==> src/ict_map.vh <==
// Constants for the instruction cycle timing core
`ifndef ICT_MAP_VH
`define ICT_MAP_VH

// ----------------------------------------
// Timing
// ----------------------------------------
`define ICT_PHASES      4
`define ICT_PH_LAST     2'h3

// ----------------------------------------
// Opcode field layout (14-bit word)
// ----------------------------------------
`define ICT_OP_HI       13
`define ICT_OP_LO       8
`define ICT_ARG_HI      7
`define ICT_ARG_LO      0
`define ICT_BIT_HI      10
`define ICT_BIT_LO      8

// ----------------------------------------
// Operation codes (upper six bits)
// ----------------------------------------
`define ICT_OP_NOP      6'h00
`define ICT_OP_MOVAM    6'h01
`define ICT_OP_MOVMA    6'h02
`define ICT_OP_MOVAX    6'h03
`define ICT_OP_ADDM     6'h04
`define ICT_OP_ADDX     6'h05
`define ICT_OP_ADCM     6'h06
`define ICT_OP_SUBM     6'h07
`define ICT_OP_SUBX     6'h08
`define ICT_OP_SBCM     6'h09
`define ICT_OP_ADDMEM   6'h0a
`define ICT_OP_SUBMEM   6'h0b
`define ICT_OP_AND      6'h0c
`define ICT_OP_OR       6'h0d
`define ICT_OP_XOR      6'h0e
`define ICT_OP_ANDX     6'h0f
`define ICT_OP_ORX      6'h10
`define ICT_OP_XORX     6'h11
`define ICT_OP_INV      6'h12
`define ICT_OP_INVA     6'h13
`define ICT_OP_INC      6'h14
`define ICT_OP_ADD_ONE_TO_ACC     6'h15
`define ICT_OP_DECM     6'h16
`define ICT_OP_DECAM    6'h17
`define ICT_OP_ROR      6'h18
`define ICT_OP_ROL      6'h19
`define ICT_OP_RORC     6'h1a
`define ICT_OP_ROLC     6'h1b
`define ICT_OP_CLRM     6'h1c
`define ICT_OP_SZ       6'h1d
`define ICT_OP_SNZ      6'h1e
`define ICT_OP_TBL      6'h1f
`define ICT_OP_RET      6'h20
`define ICT_OP_INTERRUPT_EXIT     6'h21
`define ICT_OP_GOTO     6'h22
`define ICT_OP_CALL     6'h23

// ----------------------------------------
// Data memory map and reset values
// ----------------------------------------
`define ICT_PCL_ADDR    8'h06
`define ICT_RST_PC      11'h000
`define ICT_RST_DATA    8'h00

`endif

==> src/ict_core.v <==
// Instruction sequencer and data path of an 8-bit core
`timescale 1ns/10ps
`include "ict_map.vh"

// Notes on behaviour
// [RL1] One instruction cycle is four system clocks and all execution steps in these units.
// [RL2] Ordinary instructions finish in one cycle; branch, call and table read take two.
// [RL3] Goto, call, return, interrupt return and table read add one cycle, two in total.
// [RL4] Any write to the program counter low byte costs one extra cycle.
// [RL5] A write to the program counter low byte jumps there and drops the prefetched word.
// [RL6] A skip takes one cycle when not taken and one more when it skips.
// [RL7] Transfers run memory to accumulator, accumulator to memory, and immediate to accumulator.
// [RL8] Add sets carry above 255 and subtract clears carry (borrow) below 0.
// [RL9] Increment and decrement change the operand by one, into memory or accumulator.
// [RL10] Logical operations set zero when the 8-bit result is zero and clear it otherwise.
// [RL11] Logical operations always pass through the accumulator; INV writes its result to data memory instead.
// [RL12] Rotates shift exactly one bit in the chosen direction.
// [RL13] Rotates via carry move the lost bit into carry and old carry into the freed bit.
// [RL14] Add and subtract update zero, carry, auxiliary carry and overflow.
// [RL15] Two-cycle instructions stall fetch one cycle; the extra cycle changes no accumulator, flag or memory, only the table read word.
module ict_core (
   // Clock and reset
   input  wire        i_clk,
   input  wire        i_rst_n,
   // Program memory
   output reg  [10:0] o_pm_addr,
   input  wire [13:0] i_pm_data,
   // Data memory
   output reg  [7:0]  o_dm_addr,
   output reg  [7:0]  o_dm_wdata,
   output reg         o_dm_we,
   input  wire [7:0]  i_dm_rdata,
   // Status
   output reg  [7:0]  o_acc,
   output reg  [3:0]  o_flags,
   output reg         o_stall,
   output reg  [7:0]  o_tbl_data,
   output reg  [1:0]  o_phase
);

   // ----------------------------------------
   // Phase and state
   // ----------------------------------------
   localparam ST_EXEC  = 1'b0;
   localparam ST_DUMMY = 1'b1;

   reg  [10:0] pc;
   reg  [13:0] ir;
   reg         state;
   reg  [1:0]  sp;
   // Four deep return stack; a fifth call overwrites the oldest entry
   reg  [10:0] stack [0:3];
   reg         zf;
   reg         cf;
   reg         acf;
   reg         ovf;
   reg  [10:0] dummy_pc;
   reg         tbl_wait;

   wire [5:0]  op   = ir[`ICT_OP_HI:`ICT_OP_LO];
   wire [7:0]  arg  = ir[`ICT_ARG_HI:`ICT_ARG_LO];
   wire        last = (o_phase == `ICT_PH_LAST);

   // ----------------------------------------
   // Arithmetic helper
   // ----------------------------------------
   // Returns {ov, ac, c, result}; subtract forms a + ~b + cin
   function [10:0] ict_alu;
      input [7:0] a;
      input [7:0] b;
      input       sub;
      input       cin;
      reg   [7:0] bb;
      reg   [8:0] s;
      reg   [4:0] h;
      begin
         bb = sub ? ~b : b;
         s = {1'b0, a} + {1'b0, bb} + {8'h00, cin};
         h = {1'b0, a[3:0]} + {1'b0, bb[3:0]} + {4'h0, cin};
         ict_alu = {(a[7] == bb[7]) && (s[7] != a[7]), h[4], s[8], s[7:0]};
      end
   endfunction

   // ----------------------------------------
   // Fetch address step
   // ----------------------------------------
   function [10:0] ict_step;
      input [10:0] addr;
      begin
         ict_step = addr + 11'h001;
      end
   endfunction

   // ----------------------------------------
   // Decode and execute
   // ----------------------------------------
   reg  [7:0]  res;
   reg  [10:0] al;
   reg         wr_acc;
   reg         wr_mem;
   reg         two;
   reg         jump;
   reg  [10:0] target;
   reg         upd_z;
   reg         upd_arith;
   reg         next_c;
   reg         push;
   reg         pop;

   always @* begin
      res = 8'h00;
      al = 11'h000;
      wr_acc = 1'b0;
      wr_mem = 1'b0;
      two = 1'b0;
      jump = 1'b0;
      target = pc;
      upd_z = 1'b0;
      upd_arith = 1'b0;
      next_c = cf;
      push = 1'b0;
      pop = 1'b0;
      case (op)
         `ICT_OP_MOVAM: begin res = i_dm_rdata; wr_acc = 1'b1; end       // RL7
         `ICT_OP_MOVMA: begin res = o_acc; wr_mem = 1'b1; end            // RL7
         `ICT_OP_MOVAX: begin res = arg; wr_acc = 1'b1; end              // RL7
         `ICT_OP_ADDM, `ICT_OP_ADDX, `ICT_OP_ADCM, `ICT_OP_ADDMEM: begin
            al = ict_alu(o_acc, (op == `ICT_OP_ADDX) ? arg : i_dm_rdata, 1'b0,
                         (op == `ICT_OP_ADCM) & cf);                     // RL8
            res = al[7:0];
            upd_arith = 1'b1;                                            // RL14
            wr_mem = (op == `ICT_OP_ADDMEM);
            wr_acc = ~wr_mem;
         end
         `ICT_OP_SUBM, `ICT_OP_SUBX, `ICT_OP_SBCM, `ICT_OP_SUBMEM: begin
            al = ict_alu(o_acc, (op == `ICT_OP_SUBX) ? arg : i_dm_rdata, 1'b1,
                         (op == `ICT_OP_SBCM) ? cf : 1'b1);              // RL8
            res = al[7:0];
            upd_arith = 1'b1;                                            // RL14
            wr_mem = (op == `ICT_OP_SUBMEM);
            wr_acc = ~wr_mem;
         end
         `ICT_OP_AND:  begin res = o_acc & i_dm_rdata; wr_acc = 1'b1; upd_z = 1'b1; end   // RL11
         `ICT_OP_OR:   begin res = o_acc | i_dm_rdata; wr_acc = 1'b1; upd_z = 1'b1; end   // RL11
         `ICT_OP_XOR:  begin res = o_acc ^ i_dm_rdata; wr_acc = 1'b1; upd_z = 1'b1; end   // RL11
         `ICT_OP_ANDX: begin res = o_acc & arg; wr_acc = 1'b1; upd_z = 1'b1; end
         `ICT_OP_ORX:  begin res = o_acc | arg; wr_acc = 1'b1; upd_z = 1'b1; end
         `ICT_OP_XORX: begin res = o_acc ^ arg; wr_acc = 1'b1; upd_z = 1'b1; end
         `ICT_OP_INV:  begin res = ~i_dm_rdata; wr_mem = 1'b1; upd_z = 1'b1; end
         `ICT_OP_INVA: begin res = ~i_dm_rdata; wr_acc = 1'b1; upd_z = 1'b1; end
         `ICT_OP_INC:  begin res = i_dm_rdata + 8'h01; wr_mem = 1'b1; upd_z = 1'b1; end   // RL9
         `ICT_OP_ADD_ONE_TO_ACC: begin res = i_dm_rdata + 8'h01; wr_acc = 1'b1; upd_z = 1'b1; end   // RL9
         `ICT_OP_DECM: begin res = i_dm_rdata - 8'h01; wr_mem = 1'b1; upd_z = 1'b1; end   // RL9
         `ICT_OP_DECAM: begin res = i_dm_rdata - 8'h01; wr_acc = 1'b1; upd_z = 1'b1; end  // RL9
         `ICT_OP_ROR:  begin res = {i_dm_rdata[0], i_dm_rdata[7:1]}; wr_mem = 1'b1; end   // RL12
         `ICT_OP_ROL:  begin res = {i_dm_rdata[6:0], i_dm_rdata[7]}; wr_mem = 1'b1; end   // RL12
         `ICT_OP_RORC: begin
            res = {cf, i_dm_rdata[7:1]};                                 // RL13
            next_c = i_dm_rdata[0];                                      // RL13
            wr_mem = 1'b1;
         end
         `ICT_OP_ROLC: begin
            res = {i_dm_rdata[6:0], cf};                                 // RL13
            next_c = i_dm_rdata[7];                                      // RL13
            wr_mem = 1'b1;
         end
         `ICT_OP_CLRM: begin res = 8'h00; wr_mem = 1'b1; end
         // A taken skip refetches past the skipped word in the inserted cycle
         `ICT_OP_SZ:   two = (i_dm_rdata == 8'h00);                      // RL6
         `ICT_OP_SNZ:  two = (i_dm_rdata != 8'h00);                      // RL6
         `ICT_OP_TBL:  two = 1'b1;                                       // RL3
         `ICT_OP_RET, `ICT_OP_INTERRUPT_EXIT: begin
            two = 1'b1;                                                  // RL3
            jump = 1'b1;
            pop = 1'b1;
            target = stack[sp - 2'h1];
         end
         `ICT_OP_GOTO, `ICT_OP_CALL: begin
            two = 1'b1;                                                  // RL3
            jump = 1'b1;
            push = (op == `ICT_OP_CALL);
            target = {pc[10:8], arg};
         end
         default: ;
      endcase
      // A program counter low byte write is a jump
      if (wr_mem && (arg == `ICT_PCL_ADDR)) begin
         two = 1'b1;                                                     // RL4
         jump = 1'b1;                                                    // RL5
         target = {pc[10:8], res};                                       // RL5
      end
   end

   // ----------------------------------------
   // Sequencer
   // ----------------------------------------
   always @(posedge i_clk or negedge i_rst_n) begin
      if (!i_rst_n) begin
         o_phase <= 2'h0;
         pc <= `ICT_RST_PC;
         ir <= 14'h0000;
         state <= ST_EXEC;
         sp <= 2'h0;
         zf <= 1'b0;
         cf <= 1'b0;
         acf <= 1'b0;
         ovf <= 1'b0;
         dummy_pc <= 11'h000;
         tbl_wait <= 1'b0;
         o_acc <= `ICT_RST_DATA;
         o_flags <= 4'h0;
         o_stall <= 1'b0;
         o_tbl_data <= 8'h00;
         o_pm_addr <= `ICT_RST_PC;
         o_dm_addr <= 8'h00;
         o_dm_wdata <= 8'h00;
         o_dm_we <= 1'b0;
      end else begin
         o_phase <= o_phase + 2'h1;                                      // RL1
         o_dm_we <= 1'b0;
         // Port flags trail the internal ones by one clock
         o_flags <= {ovf, acf, cf, zf};
         if (o_phase == 2'h0) begin
            o_dm_addr <= arg;
         end
         if (last) begin
            case (state)
               ST_EXEC: begin
                  if (wr_acc) begin
                     o_acc <= res;
                  end
                  if (wr_mem) begin
                     o_dm_we <= 1'b1;
                     o_dm_wdata <= res;
                  end
                  if (upd_z || upd_arith) begin
                     zf <= (res == 8'h00);                               // RL10
                  end
                  if (upd_arith) begin
                     cf <= al[8];                                        // RL14
                     acf <= al[9];
                     ovf <= al[10];
                  end else begin
                     cf <= next_c;
                  end
                  if (push) begin
                     stack[sp] <= pc;
                     sp <= sp + 2'h1;
                  end
                  if (pop) begin
                     sp <= sp - 2'h1;
                  end
                  if (two && (op == `ICT_OP_TBL)) begin
                     // Table word is read in the inserted cycle; the
                     // prefetched next word waits in ir meanwhile
                     state <= ST_DUMMY;                                  // RL2
                     o_stall <= 1'b1;                                    // RL15
                     tbl_wait <= 1'b1;
                     ir <= i_pm_data;
                     pc <= ict_step(pc);
                     dummy_pc <= ict_step(pc);
                     o_pm_addr <= {pc[10:8], o_acc};                     // RL3
                  end else if (two) begin
                     // Fetch the target at once so that it runs straight
                     // after the inserted cycle, not one cycle later
                     state <= ST_DUMMY;                                  // RL2
                     o_stall <= 1'b1;                                    // RL15
                     if (jump) begin
                        dummy_pc <= target;
                        o_pm_addr <= target;
                     end else begin
                        dummy_pc <= ict_step(pc);
                        o_pm_addr <= ict_step(pc);                       // RL6
                     end
                     ir <= 14'h0000;                                     // RL5
                  end else begin
                     ir <= i_pm_data;
                     pc <= ict_step(pc);
                     o_pm_addr <= ict_step(pc);
                  end
               end
               ST_DUMMY: begin
                  // Inserted cycle only fetches and latches a table word; acc, flags and memory stay
                  state <= ST_EXEC;                                      // RL15
                  o_stall <= 1'b0;
                  tbl_wait <= 1'b0;
                  if (tbl_wait) begin
                     o_tbl_data <= i_pm_data[7:0];                       // RL3
                     pc <= dummy_pc;
                     o_pm_addr <= dummy_pc;
                  end else begin
                     ir <= i_pm_data;                                    // RL5
                     pc <= ict_step(dummy_pc);
                     o_pm_addr <= ict_step(dummy_pc);
                  end
               end
               default: state <= ST_EXEC;
            endcase
         end
      end
   end

endmodule // ict_core

==> config.mk <==
export PLATFORM = sky130hd
export DESIGN_NAME = ict_core
export DESIGN_NICKNAME = d
export VERILOG_FILES = /design/src/ict_core.v
export VERILOG_INCLUDE_DIRS = /design/src /design/src/src
export SDC_FILE = /design/constraint.sdc
export NUM_CORES = 1
export LEC_CHECK = 0
export ABC_AREA = 1
export ABC_CLOCK_PERIOD_IN_PS = 3600
export BUFFER_PORTS_ARGS = -buffer_cell sky130_fd_sc_hd__buf_2
export CORE_MARGIN = 2
export CORE_UTILIZATION = 55
export DETAILED_ROUTE_END_ITERATION = 10
export GPL_TIMING_DRIVEN = 0
export PLACE_DENSITY = 0.74
export REMOVE_ABC_BUFFERS = 1
export SLEW_MARGIN = 20
export SYNTH_ARGS = -nofsm -noshare
export SYNTH_HDL_FRONTEND = slang
export SYNTH_SLANG_ARGS = --single-unit
==> constraint.sdc <==
create_clock -name i_clk -period 3.6 [get_ports i_clk]
set_input_delay 0.72 -clock i_clk [delete_from_list [all_inputs] [get_ports i_clk]]
set_output_delay 0.72 -clock i_clk [all_outputs]
set_load 0.01 [all_outputs]
==> metrics, run 1 <==
Clk pin slew, worst setup/hold paths 60 ps; Initial Util 55.7%; H-Tree Depth 4; Total GRT Usage 33.5%; layout net count 1344; detailed-router iteration count before antenna repair 7; dpl ws -696 ps; Largest stage delay, worst path 580 ps; die height 133 um; r2r setup slk 180 ps; Avg Inst Size Synth 7.44 um^2; worst-path cell chain nor2_4, nand3_4, o21ai_0, fa_1, inv_1, fa_1, xnor2_1, nand2_1, nand3_1, a21oi_1, nand3_1, nand2_1, nand3_1, nand2_1, a21oi_1; CP max stage cell dfrtp_2; clock latency on the worst-skew pair 430 ps; cell taking the most area after synthesis dfrtp_1; CP arrival 3740 ps; fin crit period 3420 ps; count of final max-slew check failures 0; Hold Path Class input port to asynchronous set/reset pin; hold_buf cts 0; share of cells above drive strength 1 14.7%; Worst Setup Start Kind flop; Worst slew margin 23.5%; distinct cell type count after synthesis 53; Die Wd 133 um; clk buf depth 2; Fmax achieved 293 MHz; Hold Fails Final Rpt 0; Synth Warn # 0; Cells after Synth 1227; core area 0.0164 mm^2; Starting DRT DRC Count 1192; worst-margin pin slew 1130 ps; pwr/cell area 640 mW/mm^2; remaining antenna violation count 0; first-pass GRT wire length 45400 um; initial antenna violation count 1; status finished, final reports clean; kind of critical path flop to flop; CP Data Required Time 3920 ps; post-route setup slack 181 ps; CP Capture Type flop; die area 0.0177 mm^2; Vias 9103; Syn Std Cell Area 0.00913 mm^2; overall routed net length 29300 um; Ports 75; placed insts 1480; peak supply drop 0.371 mV; ranking of synthesized cells by instance count 305 x nand2_1, 131 x nor2_1, 112 x inv_1, 112 x nand3_1, 109 x o21ai_0; CTS sink count 139; R2R Path Start ir[9]; Vias/cell 5.99; Layout Area Growth over Synthesis 13.2%; Setup Skew 10.1 ps; RSZ-0062 raised after global routing true; Synth async-reset ratio 68.3%; CTS tree built; Seq/Total Area, Yosys 40.5%; Pleak 5.00 nW; num rows 47; Final period util 95.0%; WL/cell 19.3 um; largest net degree at the start of global routing 55; CTS buffer count 17; post-layout util 63.0%; ys flop type dfrtp_1; HPWL after detailed placement 20900 um; post-synthesis register bit count 139; worst r2r dst o_pm_addr[2]; top post-synthesis cells by area dfrtp_1 26%, edfxtp_1 14%, nand2_1 13%; port bufs 74; gpl congestion 1.03; DRC 0; R2R cell count 15; max_cap viols 0; vias in the first global route 8114; Layout Cells excl Fill 1519; worst-path fanout max 16; final setup fails 0; root buf cell clkbuf_16; most common cell in the netlist nand2_1; Post-synth EDFFs 44; share of the synthesized area in the top cell type 26.0%; grt ovf 0
-- cells in the final DEF, fill, tap and decap left out, types with 10 or more instances in the layout --
| cell type | instances |
|---|---|
| nand2_1 | 302 |
| nor2_1 | 121 |
| inv_1 | 111 |
| nand3_1 | 110 |
| o21ai_0 | 109 |
| dfrtp_1 | 90 |
| buf_2 | 73 |
| a21oi_1 | 58 |
| edfxtp_1 | 44 |
| ha_1 | 29 |
| nand4_1 | 23 |
| nor3_1 | 22 |
| o21ai_1 | 18 |
| clkbuf_16 | 17 |
| xor2_1 | 12 |
| inv_2 | 10 |
| nor2_2 | 10 |
-- final cells by class --
class	count	area [um^2]
Clock buffer	19	433
Timing Repair Buffer	82	460
Antenna cell	1	2.50
Tap cell	220	275
Clock inverter	13	155
Sequential cell	139	3700
Inverter	122	460
Multi-Input combinational cell	923	4850
Fill cell	1476	6070
-- metrics by stage --
step	power, mW	hold slack [ps]	cell area [um^2]	TNS (ps)
final	6.62	211	10300	0
after global routing	7.00	240	10300	-9.22
after CTS	6.54	216	10200	-8670
after detailed placement	4.74	374	9610	-17510
after global placement	4.69	363	9560	-53270
after floorplan	3.88	354	8910	0
-- repair_timing --
item,CTS,global route
pin swaps,1,2
setup endpoints to repair,79,75
resized for setup,12,18
buffers inserted,1,5
-- logic make-up after synthesis --
group	count (synthesis)	share of synthesized area, %
compound gates	230	13.9
xor+xnor	15	1.44
fa+ha+maj	35	5.21
buf+inv	165	7.43
flops	139	40.5
mux	8	0.986
simple gates	635	30.6
-- flip-flops by register name, indices dropped and copies added (netlist names) --
signal	flops
o_pm_addr	11
cf	1
o_tbl_data	8
tbl_wait	1
o_stall	1
sp	2
o_dm_we	1
dummy_pc	11
zf	1
ir	14
stack	44
o_phase	2
state	1
ovf	1
o_acc	8
pc	11
o_dm_addr	8
o_flags	4
o_dm_wdata	8
acf	1
-- power breakdown --
part           leakage, nW  switching (mW)  internal, mW
Combinational         3.15            1.47         0.841
Clock                0.278           0.745          1.04
Sequential            1.58           0.510          2.01
Total                 5.00            2.73          3.89
-- per-layer routing --
metal,track usage (%),share of wire [%]
met1,49.0,44
met2,49.2,43
met3,6.25,9.9
met4,13.3,3.5
met5,0,0.055
-- worst max-delay path, delay by kind of cell, from the launching register on --
family	cells	cell delay [ps]
flops	1	580
simple gates	8	1320
compound gates	3	480
xor+xnor	1	160
fa+ha+maj	2	710
buf+inv	1	70
-- how the worst max path moves through the flow --
stage / slack, ps / end / cells after the start / start
after floorplan: 110 / zf / 17 / ir[8]
after detailed placement: -700 / o_pm_addr[4] / 18 / ir[8]
after global placement: -1040 / stack[3][10] / 3 / i_rst_n
after global routing: -9 / zf / 16 / ir[9]
after CTS: -230 / stack[3][4] / 5 / o_phase[1]
final: 180 / o_pm_addr[2] / 15 / ir[9]
No activity file was read; power rests on OpenSTA's default activity.
==> inputs of run 2 (changes only) <==
- CAP_MARGIN: unset -> 20
- CORE_UTILIZATION: 55 -> 50
- PLACE_DENSITY: 0.74 -> 0.69
==> run 2 against run 1 <==
  * Flip-flop and latch count stayed put
  * Non-clock buffer count is 2 lower
  * Clock power is 8% lower
  * Hold slack better by 7.0 ps
  * Sequential power hardly changed
==> metrics, run 2 (same netlist as run 1, synthesis figures left out) <==
Layout Area Growth over Synthesis 12.9%; grt peak-use layer met1; commonest non-fill, non-tap cell in the layout nand2_1; die area 0.0194 mm^2; Pleak 4.98 nW; status finished, final reports clean; CP arrival 3720 ps; Top Registers stack x44, ir x14; final setup fails 0; peak supply drop 0.361 mV; kind of critical path flop to flop; CP Capture Type flop; Finished Cell Area 0.0103 mm^2; clock latency on the worst-skew pair 430 ps; max_cap viols 0; Filler cells 1702; core area 0.0180 mm^2; Design Power 6.51 mW; met3 GRT Util 6.49%; Final period util 95.3%; first-pass GRT wire length 46700 um; Fin Setup TNS 0 ps; Switching Share 42.4%; Hold Fails Final Rpt 0; Layout Cells excl Fill 1526; Initial Util 50.8%; vias in the first global route 8103; clk buf depth 2; detailed-router iteration count before antenna repair 6; largest register by flop count stack; Largest stage delay, worst path 580 ps; pwr/cell area 631 mW/mm^2; NetSw 2.76 mW; Reg power frac 39.2%; port bufs 74; die height 139 um; Hold Path Class input port to asynchronous set/reset pin; CTS sink count 139; CP Data Required Time 3880 ps; dpl ws -953 ps; HPWL after detailed placement 21700 um; Ports 75; DRC 0; initial antenna violation count 0; H-Tree Depth 4; worst-path cell chain inv_2, nand2_1, nor2_1, nand3_1, fa_1, inv_1, fa_1, nor3_1, nand3b_1, or2_2, nand3_1, nand3_2, a21oi_1, o21ai_1; r2r setup slk 170 ps; CTS buffer count 17; overall routed net length 30200 um; remaining antenna violation count 0; met2 Use GR 45.2%; fin crit period 3430 ps; post-route setup slack 168 ps; layout net count 1343; CTS tree built; grt ovf 0; Worst Setup Start Kind flop; root buf cell clkbuf_16; CP max stage cell dfrtp_2; final antenna diode count 0; Die Wd 139 um; Vias/cell 5.83; num rows 49; Total GRT Usage 31.4%; worst hold slack 218 ps; Placed Area 0.00962 mm^2; largest net degree at the start of global routing 55; P_int 3.75 mW; combinational share of power 35.8%; GRT met1 Usage 47.7%; Worst slew margin 26.4%; Vias 8892; clock power share 25.1%; Fmax achieved 291 MHz; count of final max-slew check failures 0; Clk pin slew, worst setup/hold paths 60 ps; Setup Skew 12.3 ps; placed insts 1489; most frequent cells in the layout 302 x nand2_1, 121 x nor2_1, 110 x inv_1; worst-path fanout max 14; gpl congestion 1.02; max reg flops 44; worst-margin pin slew 1100 ps; Starting DRT DRC Count 985; post-layout util 57.4%; share of cells above drive strength 1 14.8%; WL/cell 19.8 um
[run 2: cell count changes in the layout (fill, tap and decap cells not counted), sizes merged]
cell,change
bufinv,-2
diode,-1
clkinvlp,+3
buf,-2
[run 2: layout make-up]
type	count	area, um^2	area share (%)
tap	229	287	2.78
clock inverter	13	108	1.04
clock buffer	19	433	4.20
timing repair buffer	80	445	4.32
multi-input combinational	923	4860	47.2
sequential	139	3710	35.9
timing repair inverter	1	5.00	0.0485
inverter	122	464	4.50
[run 2: final timing paths]
check / start / endpoint / cells past startpoint
min in group i_clk: acf / o_flags[2] / 0
worst max register to register: ir[9] / dummy_pc[6] / 14
worst min-delay path: i_rst_n / pc[9] / 1
worst min register to register: acf / o_flags[2] / 0
worst max-delay path: ir[9] / dummy_pc[6] / 14
max in group asynchronous: i_rst_n / sp[0] / 2
[run 2: power by group through the flow]
stage                     combinational (mW)  clock [mW]  sequential [mW]
after floorplan                         1.45           0             2.43
after global placement                  2.21           0             2.53
after detailed placement                2.23           0             2.54
after CTS                               2.27        1.64             2.51
after global routing                    2.61        1.71             2.58
final                                   2.33        1.63             2.55
[run 2: per-layer routing]
metal | part of all wire, % | vias to the layer above
li1 | - | 4229
met1 | 45 | 4156
met2 | 42 | 452
met3 | 9.9 | 55
met4 | 2.4 | 0
met5 | 0 | -
[run 2: repair_timing]
item                                    in CTS  in global routing
gates resized for setup                     21                 14
endpoints found under the setup margin      87                 71
hold buffers                                 0                  0
buffers inserted                             2                  2
pin swaps                                    2                  2
gates cloned                                 0                  1
[run 2: worst max-delay path: cells and delay by family (launching register included)]
kind / cells / cell delay (ps)
buffers and inverters: 2 / 380
AND/OR/NAND/NOR: 8 / 1290
adder cells (fa/ha/maj): 2 / 670
flip-flops: 1 / 580
AO/OA/AOI/OAI: 2 / 350
==> inputs of run 3 (changes only) <==
- MAX_ROUTING_LAYER: unset -> met4
- RECOVER_POWER: unset -> 25
==> run 3 against run 2 <==
  * Combinational power up 2%
  * Die area did not move
  * Clock power is 17% higher
==> metrics, run 3 (same netlist as run 1, synthesis figures left out) <==
clock power share 27.8%; worst r2r dst o_pm_addr[2]; initial antenna violation count 1; Worst slew margin 19.8%; Filler cells 1716; count of final max-slew check failures 0; Hold Path Depth 0; largest net degree at the start of global routing 78; overall routed net length 31000 um; num rows 49; Hold Path Class flop to flop; vias in the first global route 8326; combinational share of power 34.8%; Final period util 94.6%; hold_buf cts 0; Initial Util 50.8%; final setup fails 0; NetSw 2.80 mW; dpl ws -938 ps; DRC 0; Reg power frac 37.4%; Hold Fails Final Rpt 0; pwr/cell area 655 mW/mm^2; gpl congestion 1.00; r2r setup slk 190 ps; grt ovf 0; Layout Area Growth over Synthesis 14.5%; worst hold slack 384 ps; CP Data Required Time 3960 ps; Top Registers stack x44, ir x14; hold_sp acf; P_int 4.04 mW; fin crit period 3410 ps; Clk pin slew, worst setup/hold paths 60 ps; max reg flops 44; footprint of the multi-input gates 0.00486 mm^2; largest register by flop count stack; max_cap viols 0; post-route setup slack 193 ps; share of cells above drive strength 1 15.3%; root buf cell clkbuf_16; die area 0.0194 mm^2; CP Capture Type flop; port bufs 74; most frequent cells in the layout 301 x nand2_1, 121 x nor2_1, 110 x inv_1, 110 x nand3_1, 106 x o21ai_0; peak supply drop 0.582 mV; worst-margin pin slew 1200 ps; Reg area 0.00371 mm^2; core area 0.0180 mm^2; die height 139 um; Total GRT Usage 33.4%; Fmax achieved 294 MHz; first-pass GRT wire length 48100 um; CP arrival 3760 ps; Worst Setup Start Kind flop; Ports 75; Hold EP o_flags[2]; WL/cell 20.2 um; clk buf depth 2; R2R cell count 17; worst-path fanout max 16; remaining antenna violation count 0; HPWL after detailed placement 22100 um; R2R Path Start ir[12]; Setup Skew 11.1 ps; H-Tree Depth 4; Starting DRT DRC Count 1029; Die Wd 139 um; CTS sink count 139; CTS tree built; Switching Share 40.9%; CTS buffer count 17; clock latency on the worst-skew pair 430 ps; Pleak 5.05 nW; Vias 8920; kind of critical path flop to flop; status finished, final reports clean; Vias/cell 5.81; layout net count 1350; commonest non-fill, non-tap cell in the layout nand2_1; detailed-router iteration count before antenna repair 5
run 3: changes by cell type in the layout (fill, tap and decap cells not counted), moves of 2 or more:
cell / previous run / this run
o21ai_0: 109 / 106
o21ai_1: 18 / 21
nand3_1: 108 / 110
nand3_2: 8 / 6
clkinvlp_4: 5 / 2
buf_4: 4 / 11
bufinv_16: 0 / 4
inv_2: 10 / 8
run 3: worst max-delay path by stage:
stage                     cells past startpoint           end  slack (ps)       start
after global placement                       18  o_pm_addr[4]        -960       ir[8]
after CTS                                     5   stack[2][2]        -240  o_phase[0]
after detailed placement                     18  o_pm_addr[4]        -940       ir[8]
after floorplan                              17            zf         110       ir[8]
final                                        17  o_pm_addr[2]         190      ir[12]
after global routing                         19  o_pm_addr[4]          -2      ir[11]
run 3: cell type report:
| class | instances | area share (%) |
|---|---|---|
| repair buffers | 87 | 4.69 |
| diodes | 1 | 0.0239 |
| repair inverters | 1 | 0.0479 |
| clock inverters | 14 | 1.96 |
| inverters | 122 | 4.48 |
| clock buffers | 18 | 4.10 |
| flip-flops and latches | 139 | 35.5 |
| multi-input cells | 923 | 46.5 |
| well taps | 229 | 2.74 |
run 3: critical path, cell delays in order, from the launching register on:
cell,delay [ps]
dfrtp_2,460
inv_2,130
nand2_4,110
nor2_4,180
nand2_4,130
nand2_1,80
o21ai_0,110
fa_2,430
fa_2,380
nand2_1,70
inv_1,40
nor3_1,330
nor2_1,100
nand3_1,330
nand2_1,170
nand3_1,100
nand2_1,70
a21oi_1,120
run 3: timing repair:
item,CTS,global route
buffers inserted,1,10
cloned,0,1
setup endpoints to repair,88,77
pin swaps,1,4
resized for setup,18,24
run 3: routing by layer:
metal / vias up / track usage, % / wire length (um)
met5: - / - / 0
met4: 0 / 10.8 / 796
met3: 66 / 6.63 / 3040
met2: 446 / 46.4 / 13000
met1: 4169 / 48.9 / 14200
li1: 4239 / - / -
run 3: power groups by stage:
stage | sequential [mW] | combinational [mW] | clock [mW]
final | 2.56 | 2.38 | 1.90
after global routing | 2.59 | 2.67 | 1.98
after CTS | 2.53 | 2.29 | 1.92
after detailed placement | 2.55 | 2.25 | 0
after global placement | 2.54 | 2.22 | 0
after floorplan | 2.43 | 1.45 | 0
run 3: metrics by stage:
stage | utilization [%] | std cells | instance area (um^2) | TNS, ps | power, mW
floorplan | - | 1184 | 8910 | 0 | 3.88
global placement | 53.3 | 1487 | 9570 | -54630 | 4.76
detailed placement | 53.6 | 1489 | 9620 | -20840 | 4.80
CTS | 57.4 | 1522 | 10300 | -5180 | 6.73
global route | 58.2 | 1534 | 10500 | -2.20 | 7.24
finish | 58.2 | 1534 | 10500 | 0 | 6.85
